**src/sdc_pkg.sv**
```systemverilog
// Function
// - command set by pin levels at clock edge
// - cke action from state and two cke samples
// - low-low cke holds; low-high with des/nop exits
// - high-low with des/nop enters power-down kind
// - idle needs banks closed, quiet, timers done
// - termination input never affects cke transitions
// - self refresh exits asynchronously; no power-down refresh
// - deselect executes nothing; running work continues
// - nop registers nothing; running work continues
// - long zq calibrates then updates i/o values
// - short zq corrects within 64 cycles
// - activate opens addressed row in selected bank
// - read bursts from open row at column
// - a10 selects auto precharge after burst
// - a12 selects chop or full burst on-the-fly
// - registered read burst cut off by a new read to an open bank, which reloads burst_cnt and restarts the burst
// - read is cs low ras high cas low we high
`default_nettype none
package sdc_pkg;
  // =====================================================================
  // widths and field positions
  localparam int BANKS      = 8;
  localparam int BA_W       = 3;
  localparam int ADDR_W     = 16;
  localparam int COL_W      = 10;
  localparam int A10_POS    = 10;
  localparam int A12_POS    = 12;
  localparam int CNT_W      = 10;
  localparam int DESC_W     = BA_W + ADDR_W + COL_W + 2;
  localparam int BUF_DEPTH  = 2;
  // =====================================================================
  // timing, in link clock cycles unless noted
  localparam int BURST_CK   = 4;
  localparam int CHOP_CK    = 2;
  localparam int ZQINIT_CK  = 512;
  localparam int ZQOPER_CK  = 256;
  localparam int ZQCS_CK    = 64;
  localparam int TRFC_CK    = 8;
  localparam int TXP_CK     = 3;
  localparam int CLK_PS     = 5000;
  localparam int TREFI_PS   = 7800000;
  localparam int TREFI_CYC  = TREFI_PS / CLK_PS;
  // =====================================================================
  // types
  typedef enum {PS_ACTIVE, PS_PD_ACT, PS_PD_PRE, PS_SELF_REF} sdc_pwr_e;
  typedef enum {CMD_DES, CMD_NOP, CMD_MRS, CMD_REF, CMD_PRE, CMD_ACT,
                CMD_WR, CMD_RD, CMD_ZQ} sdc_cmd_e;
  typedef struct packed {
    logic [BA_W-1:0]   bank;
    logic [ADDR_W-1:0] row;
    logic [COL_W-1:0]  col;
    logic              chop;
    logic              auto_pre;
  } sdc_rd_s;
endpackage
`default_nettype wire

```
**src/sdc_stream_if.sv**
```systemverilog
`timescale 1ns/1ps
`default_nettype none
interface sdc_stream_if #(parameter int W = 8);
  logic         valid;
  logic         ready;
  logic [W-1:0] data;
  modport src (output valid, output data, input ready);
  modport snk (input valid, input data, output ready);
endinterface
`default_nettype wire

```
**src/sdc_buf.sv**
```systemverilog
`timescale 1ns/1ps
`default_nettype none
module sdc_buf
  import sdc_pkg::*;
(
  input  wire logic core_clk,
  input  wire logic reset,
  sdc_stream_if.snk in_s,
  sdc_stream_if.src out_s
);
  // =====================================================================
  // two-entry skid storage
  logic [DESC_W-1:0] mem [BUF_DEPTH];
  logic              wr_ptr;
  logic              rd_ptr;
  logic [1:0]        count;
  wire               push = in_s.valid && in_s.ready;
  wire               pop  = out_s.valid && out_s.ready;

  assign in_s.ready  = (count != 2'(BUF_DEPTH));
  assign out_s.valid = (count != 2'h0);
  assign out_s.data  = mem[rd_ptr];

  always_ff @(posedge core_clk or posedge reset)
  begin
    if (reset)
    begin
      wr_ptr <= 1'b0;
      rd_ptr <= 1'b0;
      count  <= 2'h0;
      mem[0] <= '0;
      mem[1] <= '0;
    end
    else
    begin
      if (push)
      begin
        mem[wr_ptr] <= in_s.data;
        wr_ptr      <= !wr_ptr;
      end
      if (pop)
        rd_ptr <= !rd_ptr;
      count <= count + 2'(push) - 2'(pop);
    end
  end
endmodule
`default_nettype wire

```
**src/sdc_cmd_decode.sv**
```systemverilog
`timescale 1ns/1ps
`default_nettype none
module sdc_cmd_decode
  import sdc_pkg::*;
#(
  parameter int TREFI_CYCLES = TREFI_CYC
)
(
  input  wire logic              core_clk,
  input  wire logic              reset,
  input  wire logic              ck,
  input  wire logic              cke,
  input  wire logic              cs_n,
  input  wire logic              ras_n,
  input  wire logic              cas_n,
  input  wire logic              we_n,
  input  wire logic [BA_W-1:0]   ba,
  input  wire logic [ADDR_W-1:0] addr,
  input  wire logic              odt,
  input  wire logic              otf_en,
  input  wire logic              bc4_fixed,
  output logic                   active_pd,
  output logic                   precharge_pd,
  output logic                   self_refresh,
  output logic                   dev_idle,
  output logic [BANKS-1:0]       bank_open,
  output logic                   burst_active,
  output logic                   beat_valid,
  output logic                   refresh_busy,
  output logic                   self_ref_tick,
  output logic                   zq_busy,
  output logic                   zq_update,
  output logic                   term_enable,
  output logic                   rd_overflow,
  output logic                   rd_valid,
  input  wire logic              rd_ready,
  output logic [DESC_W-1:0]      rd_desc
);
  // =====================================================================
  // pin synchronisers
  localparam int PIN_W = 7 + BA_W + ADDR_W;
  logic [PIN_W-1:0] pin_s1;
  logic [PIN_W-1:0] pin_s2;
  logic             ck_d;

  always_ff @(posedge core_clk or posedge reset)
  begin
    if (reset)
    begin
      pin_s1 <= '0;
      pin_s2 <= '0;
      ck_d   <= 1'b0;
    end
    else
    begin
      pin_s1 <= {ck, cke, cs_n, ras_n, cas_n, we_n, odt, ba, addr};
      pin_s2 <= pin_s1;
      ck_d   <= pin_s2[PIN_W-1];
    end
  end

  wire              ck_s    = pin_s2[PIN_W-1];
  wire              cke_s   = pin_s2[PIN_W-2];
  wire              cs_s    = pin_s2[PIN_W-3];
  wire              ras_s   = pin_s2[PIN_W-4];
  wire              cas_s   = pin_s2[PIN_W-5];
  wire              we_s    = pin_s2[PIN_W-6];
  wire              odt_s   = pin_s2[PIN_W-7];
  wire [BA_W-1:0]   ba_s    = pin_s2[ADDR_W +: BA_W];
  wire [ADDR_W-1:0] addr_s  = pin_s2[ADDR_W-1:0];
  wire              ck_rise = ck_s && !ck_d;

  // =====================================================================
  // command decode
  sdc_cmd_e cmd;
  assign cmd = cs_s                           ? CMD_DES :
               ( ras_s &&  cas_s &&  we_s)    ? CMD_NOP :
               (!ras_s && !cas_s && !we_s)    ? CMD_MRS :
               (!ras_s && !cas_s &&  we_s)    ? CMD_REF :
               (!ras_s &&  cas_s && !we_s)    ? CMD_PRE :
               (!ras_s &&  cas_s &&  we_s)    ? CMD_ACT :
               ( ras_s && !cas_s && !we_s)    ? CMD_WR  :
               ( ras_s && !cas_s &&  we_s)    ? CMD_RD  :
                                                CMD_ZQ;

  logic     cke_prev;
  sdc_pwr_e pwr;
  sdc_pwr_e next_pwr;

  wire quiet     = (cmd == CMD_DES) || (cmd == CMD_NOP);
  wire cke_hh    = cke_prev && cke_s;
  wire cke_hl    = cke_prev && !cke_s;
  wire cke_lh    = !cke_prev && cke_s;
  wire run_cmd   = ck_rise && cke_hh && (pwr == PS_ACTIVE);
  wire do_act    = run_cmd && (cmd == CMD_ACT);
  wire do_rd     = run_cmd && (cmd == CMD_RD);
  wire do_pre    = run_cmd && (cmd == CMD_PRE);
  wire do_ref    = run_cmd && (cmd == CMD_REF);
  wire do_zq     = run_cmd && (cmd == CMD_ZQ);
  wire zq_long   = addr_s[A10_POS];
  wire rd_chop   = otf_en ? !addr_s[A12_POS] : bc4_fixed;
  wire any_open  = |bank_open;

  // =====================================================================
  // link timers
  logic [CNT_W-1:0] burst_cnt;
  logic [CNT_W-1:0] ref_cnt;
  logic [CNT_W-1:0] zq_cnt;
  logic [CNT_W-1:0] exit_cnt;
  logic             zq_init_done;
  logic             chop_q;
  logic             ap_q;
  logic [BA_W-1:0]  ap_bank;
  logic [31:0]      sr_cnt;

  wire burst_end = ck_rise && (burst_cnt == CNT_W'(1));
  wire ap_close  = burst_end && ap_q;

  assign burst_active = (burst_cnt != '0);
  assign refresh_busy = (ref_cnt != '0);
  assign zq_busy      = (zq_cnt != '0);
  // idle apart from the clock-enable level, which the caller qualifies
  wire idle_core = (pwr == PS_ACTIVE) && !any_open && !burst_active
                   && !refresh_busy && !zq_busy && (exit_cnt == '0);

  // =====================================================================
  // clock-enable state transitions
  always_comb
  begin
    next_pwr = pwr;
    case (pwr)
      PS_PD_ACT, PS_PD_PRE:
      begin
        if (ck_rise && cke_lh && quiet)
          next_pwr = PS_ACTIVE;
      end
      PS_SELF_REF:
      begin
        if (cke_s)
          next_pwr = PS_ACTIVE;
      end
      default:
      begin
        if (ck_rise && cke_hl)
        begin
          if (quiet)
            next_pwr = (any_open && !refresh_busy) ? PS_PD_ACT
                                                   : PS_PD_PRE;
          else if ((cmd == CMD_REF) && idle_core)
            next_pwr = PS_SELF_REF;
        end
      end
    endcase
  end

  always_ff @(posedge core_clk or posedge reset)
  begin
    if (reset)
    begin
      pwr      <= PS_ACTIVE;
      cke_prev <= 1'b0;
    end
    else
    begin
      pwr <= next_pwr;
      if (ck_rise)
        cke_prev <= cke_s;
    end
  end

  assign active_pd    = (pwr == PS_PD_ACT);
  assign precharge_pd = (pwr == PS_PD_PRE);
  assign self_refresh = (pwr == PS_SELF_REF);
  assign dev_idle     = idle_core && cke_s;
  assign term_enable  = odt_s;

  // =====================================================================
  // banks and open rows
  logic [ADDR_W-1:0] open_row [BANKS];

  genvar b;
  generate
    for (b = 0; b < BANKS; b++)
    begin : g_bank
      wire hit = (ba_s == BA_W'(b));
      always_ff @(posedge core_clk or posedge reset)
      begin
        if (reset)
        begin
          bank_open[b] <= 1'b0;
          open_row[b]  <= '0;
        end
        else if (do_act && hit)
        begin
          bank_open[b] <= 1'b1;
          open_row[b]  <= addr_s;
        end
        else if ((do_pre && (hit || addr_s[A10_POS]))
                 || (ap_close && (ap_bank == BA_W'(b))))
          bank_open[b] <= 1'b0;
      end
    end
  endgenerate

  // =====================================================================
  // read burst timing
  always_ff @(posedge core_clk or posedge reset)
  begin
    if (reset)
    begin
      burst_cnt <= '0;
      chop_q    <= 1'b0;
      ap_q      <= 1'b0;
      ap_bank   <= '0;
    end
    else if (do_rd && bank_open[ba_s])
    begin
      burst_cnt <= CNT_W'(BURST_CK);
      chop_q    <= rd_chop;
      ap_q      <= addr_s[A10_POS];
      ap_bank   <= ba_s;
    end
    else if (ck_rise && burst_active)
      burst_cnt <= burst_cnt - CNT_W'(1);
  end

  assign beat_valid = burst_active
                      && (!chop_q || (burst_cnt > CNT_W'(BURST_CK - CHOP_CK)));

  // =====================================================================
  // refresh, calibration and exit timers
  always_ff @(posedge core_clk or posedge reset)
  begin
    if (reset)
    begin
      ref_cnt      <= '0;
      zq_cnt       <= '0;
      zq_init_done <= 1'b0;
      zq_update    <= 1'b0;
      exit_cnt     <= '0;
    end
    else
    begin
      zq_update <= ck_rise && (zq_cnt == CNT_W'(1));
      if (do_ref)
        ref_cnt <= CNT_W'(TRFC_CK);
      else if (ck_rise && refresh_busy)
        ref_cnt <= ref_cnt - CNT_W'(1);
      if (do_zq && zq_long)
      begin
        zq_cnt       <= zq_init_done ? CNT_W'(ZQOPER_CK) : CNT_W'(ZQINIT_CK);
        zq_init_done <= 1'b1;
      end
      else if (do_zq)
        zq_cnt <= CNT_W'(ZQCS_CK);
      else if (ck_rise && zq_busy)
        zq_cnt <= zq_cnt - CNT_W'(1);
      if ((pwr != PS_ACTIVE) && (next_pwr == PS_ACTIVE))
        exit_cnt <= CNT_W'(TXP_CK);
      else if (ck_rise && (exit_cnt != '0))
        exit_cnt <= exit_cnt - CNT_W'(1);
    end
  end

  // internal refresh runs in self refresh only, never in power-down
  always_ff @(posedge core_clk or posedge reset)
  begin
    if (reset)
    begin
      sr_cnt        <= '0;
      self_ref_tick <= 1'b0;
    end
    else if (self_refresh && (next_pwr == PS_SELF_REF))
    begin
      self_ref_tick <= (sr_cnt == 32'(TREFI_CYCLES - 1));
      sr_cnt        <= (sr_cnt == 32'(TREFI_CYCLES - 1)) ? '0 : sr_cnt + 32'h1;
    end
    else
    begin
      sr_cnt        <= '0;
      self_ref_tick <= 1'b0;
    end
  end

  // =====================================================================
  // read descriptor stream
  sdc_stream_if #(.W(DESC_W)) fill_s ();
  sdc_stream_if #(.W(DESC_W)) drain_s ();

  logic    pend_valid;
  sdc_rd_s pend_desc;
  sdc_rd_s new_desc;

  assign new_desc.bank     = ba_s;
  assign new_desc.row      = open_row[ba_s];
  assign new_desc.col      = addr_s[COL_W-1:0];
  assign new_desc.chop     = rd_chop;
  assign new_desc.auto_pre = addr_s[A10_POS];

  wire rd_take = do_rd && bank_open[ba_s];
  wire sent    = pend_valid && fill_s.ready;

  always_ff @(posedge core_clk or posedge reset)
  begin
    if (reset)
    begin
      pend_valid  <= 1'b0;
      pend_desc   <= '0;
      rd_overflow <= 1'b0;
    end
    else
    begin
      if (rd_take && (!pend_valid || sent))
      begin
        pend_valid <= 1'b1;
        pend_desc  <= new_desc;
      end
      else if (sent)
        pend_valid <= 1'b0;
      if (rd_take && pend_valid && !sent)
        rd_overflow <= 1'b1;
    end
  end

  assign fill_s.valid  = pend_valid;
  assign fill_s.data   = pend_desc;
  assign rd_valid      = drain_s.valid;
  assign rd_desc       = drain_s.data;
  assign drain_s.ready = rd_ready;

  sdc_buf sdc_buf_inst
  (
    .core_clk (core_clk),
    .reset    (reset),
    .in_s     (fill_s),
    .out_s    (drain_s)
  );
endmodule
`default_nettype wire

```
**config.mk**
```make
export PLATFORM = sky130hd
export DESIGN_NAME = sdc_cmd_decode
export DESIGN_NICKNAME = d
export VERILOG_FILES = /design/src/sdc_pkg.sv /design/src/sdc_stream_if.sv /design/src/sdc_buf.sv /design/src/sdc_cmd_decode.sv
export SDC_FILE = /design/constraint.sdc
export NUM_CORES = 1
export LEC_CHECK = 0
export ABC_AREA = 1
export BUFFER_PORTS_ARGS = -buffer_cell sky130_fd_sc_hd__buf_2
export CORE_ASPECT_RATIO = 0.9
export CORE_MARGIN = 5
export CORE_UTILIZATION = 50
export DETAILED_ROUTE_END_ITERATION = 10
export PLACE_DENSITY = 0.72
export SYNTH_ARGS = -nofsm -noshare
export SYNTH_HDL_FRONTEND = slang
export SYNTH_SLANG_ARGS = --single-unit
```
**constraint.sdc**
```tcl
create_clock -name core_clk -period 13.2 [get_ports core_clk]
set_input_delay 2.64 -clock core_clk [delete_from_list [all_inputs] [get_ports core_clk]]
set_output_delay 2.64 -clock core_clk [all_outputs]
set_load 0.01 [all_outputs]
```
==> impl_metrics.csv, run 1 <==
group,metric,value,unit
cts,clk_path_buf_depth,3,
yosys,total_standard_cell_area_after_synthesis,17200,um2
cells_and_area,sequential_cell_area,10000,um2
timing,clock.fmax,185,MHz
route,detailroute.via_count,13400,
timing,clock_skew,0.0166,ns
cts,tritoncts_buffer_count,41,
cells_and_area,n_antenna_cell,0,
cells_and_area,syn_to_final_growth,13.1,%
timing,min_period_over_period,41.0,%
setup_path,cp_max_fo,32,
yosys,synth.area.top_cells,"dfrtp_1 (58%), nand2_1 (12%), o21ai_0 (7.4%)",
pwr,peakVddDrop,0.000103,V
route,number_of_nets_with_antenna_violations_after_routing,0,
setup_path,worst_ep_required_time,10.56,ns
placement,place_congestion,0.888,
setup_path,arrival,2.78,ns
timing,timing.final.crit_period,5.42,ns
placement,detailedPlacementHpwl,24.3,mm
cts,clock-root-buffer,"clkbuf_16",
timing,worst-slew-pin-transition,1.25,ns
global_route,grt_pass1_vias,13000,
yosys,ys_dominant_reg_cell,"dfrtp_1",
pwr,post-layout-total-power,2.92,mW
cells_and_area,layout-drive-gt1-share,9.03,%
worst_hold_path,hold_path_class,"reg -> reg",
placement,post-place-cells,2435,
yosys,synth_top_area_cell,"dfrtp_1",
cts,clk_transition_reported_paths,0.06,ns
floorplan,core.rowCount,64,
route,wl_per_cell,15.5,um
cells_and_area,instances_no_fill,2511,
timing,timing.slew.headroom,16.2,%
timing,setup_repair_after_global_routing_missed_its_margin,"false",
floorplan,initial_core_utilization,50.6,%
global_route,grt_remaining_overflow,0,
yosys,seq_area_frac_synth,58.2,%
placement,count_of_input_and_output_buffers,82,
yosys,synthArstFlopShare,100,%
cts,number_of_h_tree_levels,2,
cts,cts_setup_buffers,0,
timing,setup_viol_count_final,0,
outcome,run_status,"complete, no violations",
floorplan,die-width,206,um
timing,finalHoldViolCount,0,
floorplan,core_area,34000,um2
route,wl,39.0,mm
yosys,synth_most_common_cell,"nand2_1",
yosys,post_synth_most_frequent_cells,"nand2_1 (535), dfrtp_1 (401), o21ai_0 (255)",
setup_path,reg2reg_setup_slack,9.43,ns
run,max_cap_viol_count,0,
route,drt_first_pass_iters,6,
setup_path,worst_setup_path_start_kind,"flop",
timing,slew_violations,0,
global_route,grt_antenna_before_repair,1,
cts,post_cts_resize_count,0,
cells_and_area,stdcell_area,19500,um2
route,post-route-drc-count,0,
floorplan,floorplan.io_pins,83,
cts,clock_net_sink_count,401,
cells_and_area,multiInputGateArea,6210,um2
yosys,postSynthNetCount,2006,
setup_path,worst-setup-path-type,"reg -> out",
pwr,power_leakage,9.32,nW
timing,fin_tns_setup,0,ns
yosys,synth_top_area_share,58.2,%
cts,hold_fix_buffers_cts,0,
yosys,syn_avg_cell_area,8.81,um2
route,drt_iter0_markers,1270,
yosys,synth_cells,1957,
yosys,synth_seq_cells,401,
placement,detailed_place.area,18000,um2
global_route,largest_net_degree_at_the_start_of_global_routing,83,
setup_path,endpoint_kind,"output pin",
cts,tritoncts,"done",
cts,clk_lat_worst_skew,0.55,ns
global_route,grt_first_pass_wirelength,66.3,mm
yosys,netlist-cell-type-count,41,
cells_and_area,layout_nets,2065,
route,avgViaCountPerCell,5.33,
cells_and_area,fill_cells,2962,
pwr,total_power_per_unit_cell_area,150,nW/um2
floorplan,die_area,38300,um2
yosys,synth-edff-count,0,
floorplan,die_h,186,um
yosys,ys_warnings,0,
global_route,grt_usage,20.9,%
-- layer usage --
layer / routed length, um / GRT usage (%) / part of all wire (%) / vias up
met4: 629 / 4.58 / 1.6 / 0
met5: 0 / 0 / 0 / -
met2: 17600 / 32.8 / 45 / 387
met1: 18600 / 31.4 / 48 / 6466
li1: - / - / - / 6481
met3: 2190 / 2.87 / 5.6 / 50
-- flip-flops by register name, indices dropped and copies added, names as in the netlist, 26 cells and up --
signal,cells
sdc_buf_inst.mem,62
pin_s2,26
pwr,32
fill_s.data,31
pin_s1,26
sr_cnt,32
open_row,128
-- where the power goes --
group	total (mW)	internal, mW	switching (mW)
logic	0.329	0.109	0.220
clock network	1.23	0.752	0.474
registers	1.37	1.30	0.0681
-- worst max-delay path: stages, from the launching register on --
cell and delay [ns]:
dfrtp_1 1.00, inv_1 0.77, nand2_1 0.24, nand2_1 0.08
buf_2 0.14
-- metrics by stage --
stage / hold slack, ns / util, % / setup WS [ns]
final: 0.347 / 57.2 / 7.78
after floorplan: 0.331 / - / 5.16
after detailed placement: 0.335 / 53.0 / 7.94
after global placement: 0.334 / 53.0 / 8.03
after CTS: 0.346 / 57.2 / 7.77
after global routing: 0.356 / 57.2 / 7.55
-- layout make-up --
type / count / area share (%)
Sequential cell: 401 / 51.5
Multi-Input combinational cell: 1291 / 31.9
Clock buffer: 62 / 6.40
Inverter: 188 / 3.64
Tap cell: 462 / 2.97
Timing Repair Buffer: 93 / 2.53
Clock inverter: 14 / 1.05
-- cells in the final DEF, fill, tap and decap left out, types with 8 or more instances in the layout --
cell       synthesis  routed
nor3_1            28      28
a21oi_1           29      29
clkbuf_1          71       9
ha_1              18      18
nor2_1           161     158
o221ai_1           8       8
buf_4              0      11
xor2_1            21      21
clkbuf_16          0      43
clkbuf_8           0      10
o21a_1            32      32
nand3_1           68      68
inv_1            185     184
xnor2_1           10      10
o21ai_0          255     255
nand4_1           54      54
a22oi_1           16      16
dfrtp_1          401     401
nand2_1          535     534
buf_2              2      82
-- path summary, 6_finish.rpt --
check	startpoint	endpoint	depth (start not counted)
worst max-delay path	sdc_buf_inst.rd_ptr	rd_desc[12]	4
worst min-delay path	pin_s1[8]	pin_s2[8]	0
worst max register to register	pin_s2[16]	fill_s.data[17]	13
worst min register to register	pin_s1[8]	pin_s2[8]	0
max in group asynchronous	reset	sdc_buf_inst.mem[34]	4
min in group asynchronous	reset	pwr[18]	2
-- kinds of logic (layout without fill, tap and decap cells) --
| family | count (synthesis) | count (layout) | synth area share, % |
|---|---|---|---|
| compound gates | 363 | 363 | 11.7 |
| xor+xnor | 31 | 31 | 1.58 |
| fa+ha+maj | 18 | 18 | 1.31 |
| buf+inv | 265 | 357 | 5.79 |
| flops | 401 | 401 | 58.2 |
| simple gates | 879 | 879 | 21.4 |
No activity file was read; power rests on OpenSTA's default activity.
==> inputs of run 2 (changes only) <==
- clock period: 13.2 -> 4.4 ns (I/O delays scaled with it)
==> impl_metrics.csv, run 2 (synthesis results as in run 1) <==
group,metric,value,unit
worst_hold_path,min_to,"pin_s2[0]",
placement,post-place-cells,2442,
floorplan,core_area,34000,um2
cells_and_area,layout_top_registers,"open_row: 128 flops, sdc_buf_inst.mem: 62 flops",
timing,min_period_over_period,74.0,%
setup_path,cp_max_fo,33,
cells_and_area,commonest_non_fill_non_tap_cell_in_the_layout,"nand2_1",
cts,tritoncts,"done",
cells_and_area,mostFrequentLayoutCells,"nand2_1 (534), dfrtp_1 (401), o21ai_0 (255), inv_1 (184), nor2_1 (158)",
global_route,grt_pass1_vias,12700,
timing,clock.fmax,307,MHz
timing,timing.final.crit_period,3.26,ns
setup_path,reg2reg_setup_slack,1.14,ns
cells_and_area,largest_register,"open_row",
route,wl_per_cell,15.3,um
setup_path,r2r.worst_path.cells,11,
global_route,grt_remaining_overflow,0,
cts,post_cts_resize_count,0,
placement,dp_worst_setup_slack,1.20,ns
cts,clk_lat_worst_skew,0.53,ns
outcome,run_status,"complete, no violations",
worst_hold_path,hold_path_class,"reg -> reg",
setup_path,worst_ep_required_time,4.75,ns
pwr,peakVddDrop,0.000330,V
worst_hold_path,min_delay_path_depth,0,
floorplan,initial_core_utilization,50.6,%
placement,count_of_input_and_output_buffers,82,
timing,slew_violations,0,
cts,cts_setup_buffers,0,
pwr,total_power_per_unit_cell_area,443,nW/um2
pwr,power_leakage,9.33,nW
cells_and_area,syn_to_final_growth,13.1,%
cts,clock-root-buffer,"clkbuf_16",
route,post-route-drc-count,0,
setup_path,worst_setup_path_start_kind,"flop",
setup_path,arrival,3.61,ns
worst_hold_path,hold_path.startpoint,"pin_s1[0]",
timing,setup_repair_after_global_routing_missed_its_margin,"false",
setup_path,r2r_start,"pin_s2[25]",
route,avgViaCountPerCell,5.34,
global_route,largest_net_degree_at_the_start_of_global_routing,113,
cts,clock_net_sink_count,401,
floorplan,floorplan.io_pins,83,
cells_and_area,n_antenna_cell,0,
cells_and_area,final_util,57.3,%
setup_path,critical_path.reg2reg.endpoint,"open_row[70]",
global_route,grt_usage,20.6,%
floorplan,die_area,38300,um2
route,number_of_nets_with_antenna_violations_after_routing,0,
route,wl,38.6,mm
placement,detailed_place.area,18100,um2
route,drt_first_pass_iters,6,
setup_path,worst-setup-path-type,"reg -> reg",
timing,finalHoldViolCount,0,
cts,number_of_h_tree_levels,2,
cells_and_area,stdcell_area,19500,um2
floorplan,die-width,206,um
placement,place_congestion,0.901,
route,detailroute.via_count,13400,
timing,fin_ws,1.14,ns
global_route,grt_antenna_before_repair,0,
floorplan,die_h,186,um
timing,timing.slew.headroom,24.0,%
timing,clock_skew,0.0142,ns
global_route,grt_first_pass_wirelength,65.0,mm
run,max_cap_viol_count,0,
cells_and_area,layout_nets,2072,
cts,tritoncts_buffer_count,41,
cts,clk_transition_reported_paths,0.07,ns
cells_and_area,layout-drive-gt1-share,9.26,%
placement,detailedPlacementHpwl,24.5,mm
setup_path,endpoint_kind,"flop",
cells_and_area,largest_register_ff_count,128,
cts,hold_fix_buffers_cts,0,
cts,clk_path_buf_depth,3,
timing,setup_viol_count_final,0,
timing,worst-slew-pin-transition,1.14,ns
route,drt_iter0_markers,1150,
floorplan,core.rowCount,64,
cells_and_area,instances_no_fill,2513,
==> run 2: worst max-delay path, cell delays in order, from the launching register on <==
cell and delay (ns):
dfrtp_1 0.36, inv_1 0.07, nor2_4 0.19, inv_2 0.10, nor2_1 0.15, inv_1 0.10, nor3_4 0.36, nand2_1 0.15
nor3b_4 0.43, nand2_1 0.73, nand2_1 0.27, o21ai_0 0.14
==> run 2: final cells by class <==
cell class	count	area (um2)
inverter	188	709
sequential	401	10000
tap	462	578
fill	2974	14500
multi-input combinational	1291	6210
clock buffer	57	1210
timing repair buffer	100	596
clock inverter	14	161
==> run 2: metrics by stage <==
| stage | TNS (ns) | hold WS [ns] | power (mW) |
|---|---|---|---|
| 3_3_place_gp | 0 | 0.332 | 5.15 |
| 5_1_grt | 0 | 0.354 | 9.07 |
| 3_5_place_dp | 0 | 0.336 | 5.19 |
| 4_1_cts | 0 | 0.349 | 8.72 |
| 6_report | 0 | 0.346 | 8.63 |
| 2_1_floorplan | -753.78 | 0.331 | 4.90 |
==> run 2: worst max-delay path by stage <==
stage / startpoint / end
2_1_floorplan: reset / ap_bank[0]
3_3_place_gp: pwr[22] / open_row[61]
3_5_place_dp: pin_s2[21] / exit_cnt[3]
4_1_cts: sdc_buf_inst.rd_ptr / rd_desc[9]
5_1_grt: pin_s2[22] / exit_cnt[8]
6_report: pin_s2[25] / open_row[70]
==> run 2: where the power goes <==
| part | switching (mW) | internal, mW | leakage, nW |
|---|---|---|---|
| logic | 0.725 | 0.341 | 3.26 |
| registers | 0.157 | 3.91 | 5.40 |
| clock network | 1.41 | 2.10 | 0.674 |
| total | 2.29 | 6.34 | 9.33 |
==> run 2: routing by layer <==
layer  part of all wire, %  GRT usage [%]  wire, um  up-vias
met5                     0              0         0        -
met4                   1.6           5.12       624        0
met3                   5.6           3.07      2150       50
met2                    45           31.7     17400      380
met1                    48           31.0     18400     6500
li1                      -              -         -     6487
==> inputs of run 3 (changes only) <==
- clock period: 4.4 -> 2.9 ns (I/O delays scaled with it)
==> impl_metrics.csv, run 3 (synthesis results as in run 1) <==
group,metric,value,unit
setup_path,endpoint_kind,"output pin",
timing,finalHoldViolCount,0,
placement,count_of_input_and_output_buffers,82,
worst_hold_path,hold_path_class,"in -> reg",
placement,detailedPlacementHpwl,25.1,mm
timing,setup_viol_count_final,0,
placement,place_congestion,0.879,
pwr,power_leakage,9.46,nW
cts,clk_lat_worst_skew,0.54,ns
timing,clock.fmax,364,MHz
cts,number_of_h_tree_levels,2,
cells_and_area,multiInputGateArea,6240,um2
worst_hold_path,min_to,"pin_s1[18]",
route,wl_per_cell,15.2,um
setup_path,worst_setup_path_start_kind,"flop",
route,wl,38.7,mm
global_route,grt_first_pass_wirelength,65.4,mm
timing,min_period_over_period,94.6,%
timing,timing.final.crit_period,2.74,ns
cts,tritoncts_buffer_count,41,
setup_path,worstPathCellList,"inv_1 > ha_1 > nand4_1 > nor2_2 > nand3_2 > nor2_2 > nand2_1 > nor2_1 > buf_2",
cells_and_area,layout_top_registers,"open_row: 128 flops, sdc_buf_inst.mem: 62 flops",
setup_path,critical_path.slowest_cell,"dfrtp_1",
floorplan,core_area,34000,um2
pwr,total_power_per_unit_cell_area,673,nW/um2
cells_and_area,sequential_cell_area,10000,um2
floorplan,die_area,38300,um2
worst_hold_path,hold_path.startpoint,"ba[2]",
floorplan,initial_core_utilization,50.6,%
global_route,largest_net_degree_at_the_start_of_global_routing,112,
cts,tritoncts,"done",
worst_hold_path,min_delay_path_depth,1,
cells_and_area,commonest_non_fill_non_tap_cell_in_the_layout,"nand2_1",
global_route,grt_antenna_before_repair,0,
timing,fin_tns_setup,0,ns
route,drt_first_pass_iters,5,
route,drt_iter0_markers,1265,
outcome,run_status,"complete, no violations",
timing,clock_skew,0.0158,ns
cells_and_area,mostFrequentLayoutCells,"nand2_1 (534), dfrtp_1 (401), o21ai_0 (255), inv_1 (183), nor2_1 (152)",
setup_path,cp_top_family,"simple AND/OR/NAND/NOR gates",
setup_path,worst_ep_required_time,2.32,ns
setup_path,r2r_start,"pin_s2[21]",
cells_and_area,largest_register,"open_row",
setup_path,critical_path.reg2reg.endpoint,"exit_cnt[9]",
setup_path,most_frequent_cell_on_the_critical_path,"nor2_2",
cells_and_area,n_antenna_cell,0,
route,post-route-drc-count,0,
cells_and_area,final_util,58.1,%
cells_and_area,layout-drive-gt1-share,10.7,%
floorplan,core.rowCount,64,
route,avgViaCountPerCell,5.29,
run,max_cap_viol_count,0,
setup_path,r2r.worst_path.cells,18,
setup_path,worst-setup-path-type,"reg -> out",
route,detailroute.via_count,13400,
setup_path,reg2reg_setup_slack,0.30,ns
placement,detailed_place.area,18300,um2
timing,timing.slew.headroom,59.6,%
timing,worst-slew-pin-transition,0.606,ns
pwr,peakVddDrop,0.000529,V
floorplan,die_h,186,um
setup_path,arrival,2.16,ns
cells_and_area,syn_to_final_growth,14.7,%
cts,clk_transition_reported_paths,0.06,ns
cts,clk_path_buf_depth,3,
global_route,grt_pass1_vias,12900,
cts,clock-root-buffer,"clkbuf_16",
cells_and_area,largest_register_ff_count,128,
floorplan,floorplan.io_pins,83,
global_route,grt_usage,20.6,%
cells_and_area,fill_cells,2974,
floorplan,die-width,206,um
cells_and_area,stdcell_area,19800,um2
timing,slew_violations,0,
cts,clock_net_sink_count,401,
cells_and_area,layout_nets,2094,
global_route,grt_remaining_overflow,0,
setup_path,cp_num_buf_inv,2,
setup_path,cp_slowest_stage_delay,0.40,ns
route,number_of_nets_with_antenna_violations_after_routing,0,
setup_path,cp_max_fo,5,
==> run 3: changes by cell type in the layout (fill, tap and decap cells not counted), moves of 2 or more <==
cell,delta
clkbuf_16,-2
bufinv_16,+3
buf_4,+19
nand3_1,-2
buf_12,+2
nor2_1,-6
clkinv_2,+2
inv_6,+2
nor2_2,+6
==> run 3: worst max path at each step <==
stage,start,to,slack [ns],cells after the start
floorplan,reset,ap_bank[0],-3.08,1
global placement,pin_s2[21],exit_cnt[6],0.37,18
detailed placement,pin_s2[21],exit_cnt[3],0.17,18
CTS,zq_cnt[0],dev_idle,0.003,9
global route,zq_cnt[0],dev_idle,-0.009,9
finish,zq_cnt[0],dev_idle,0.16,9
==> run 3: area by class of cell <==
| cell class | instances | area share, % |
|---|---|---|
| Tap cell | 462 | 2.92 |
| Clock buffer | 55 | 5.81 |
| Inverter | 188 | 3.59 |
| Multi-Input combinational cell | 1291 | 31.6 |
| Timing Repair Buffer | 122 | 3.99 |
| Clock inverter | 20 | 1.37 |
| Sequential cell | 401 | 50.8 |
==> run 3: layer usage <==
metal | vias up | share of wire (%) | global-route usage (%)
met1 | 6478 | 47 | 30.7
li1 | 6537 | - | -
met2 | 361 | 45 | 32.2
met5 | - | 0 | 0
met4 | 0 | 1.9 | 5.22
met3 | 62 | 5.7 | 3.21
==> run 3: worst register-to-register path, cell delays in order, from the launching register on <==
cell     delay, ns
dfrtp_1       0.38
inv_1         0.10
ha_1          0.23
o21a_1        0.19
nand2_1       0.18
nand2_1       0.08
buf_4         0.24
inv_1         0.12
nand3_1       0.08
nand2_1       0.08
nand2_1       0.06
nand2_1       0.07
nand2_1       0.05
nand2_1       0.08
nand3_1       0.07
nor2_1        0.19
nand3_4       0.17
nand2_1       0.11
inv_1         0.05
==> run 3: stage by stage <==
stage / total power [mW] / setup slack, ns / instances / hold slack [ns]
floorplan: 7.43 / -3.08 / 1957 / 0.331
global placement: 7.83 / 0.375 / 2461 / 0.332
detailed placement: 7.88 / 0.172 / 2461 / 0.335
CTS: 13.4 / 0.00328 / 2537 / 0.120
global route: 14.0 / -0.00910 / 2539 / 0.123
finish: 13.3 / 0.156 / 2539 / 0.145
==> run 3: where the power goes <==
part,switching (mW),leakage [nW],internal (mW)
Clock,2.17,0.698,3.34
Sequential,0.243,5.40,5.93
Combinational,1.09,3.37,0.542
Total,3.51,9.46,9.81
==> run 3: repair_timing <==
item | 4_1_cts | 5_1_grt
hold buffers | 1 | 0
pin swaps | 0 | 2
endpoints found under the hold margin | 4 | 0
setup endpoints to repair | 1 | 11
buffers inserted | 0 | 2
resized for setup | 1 | 9
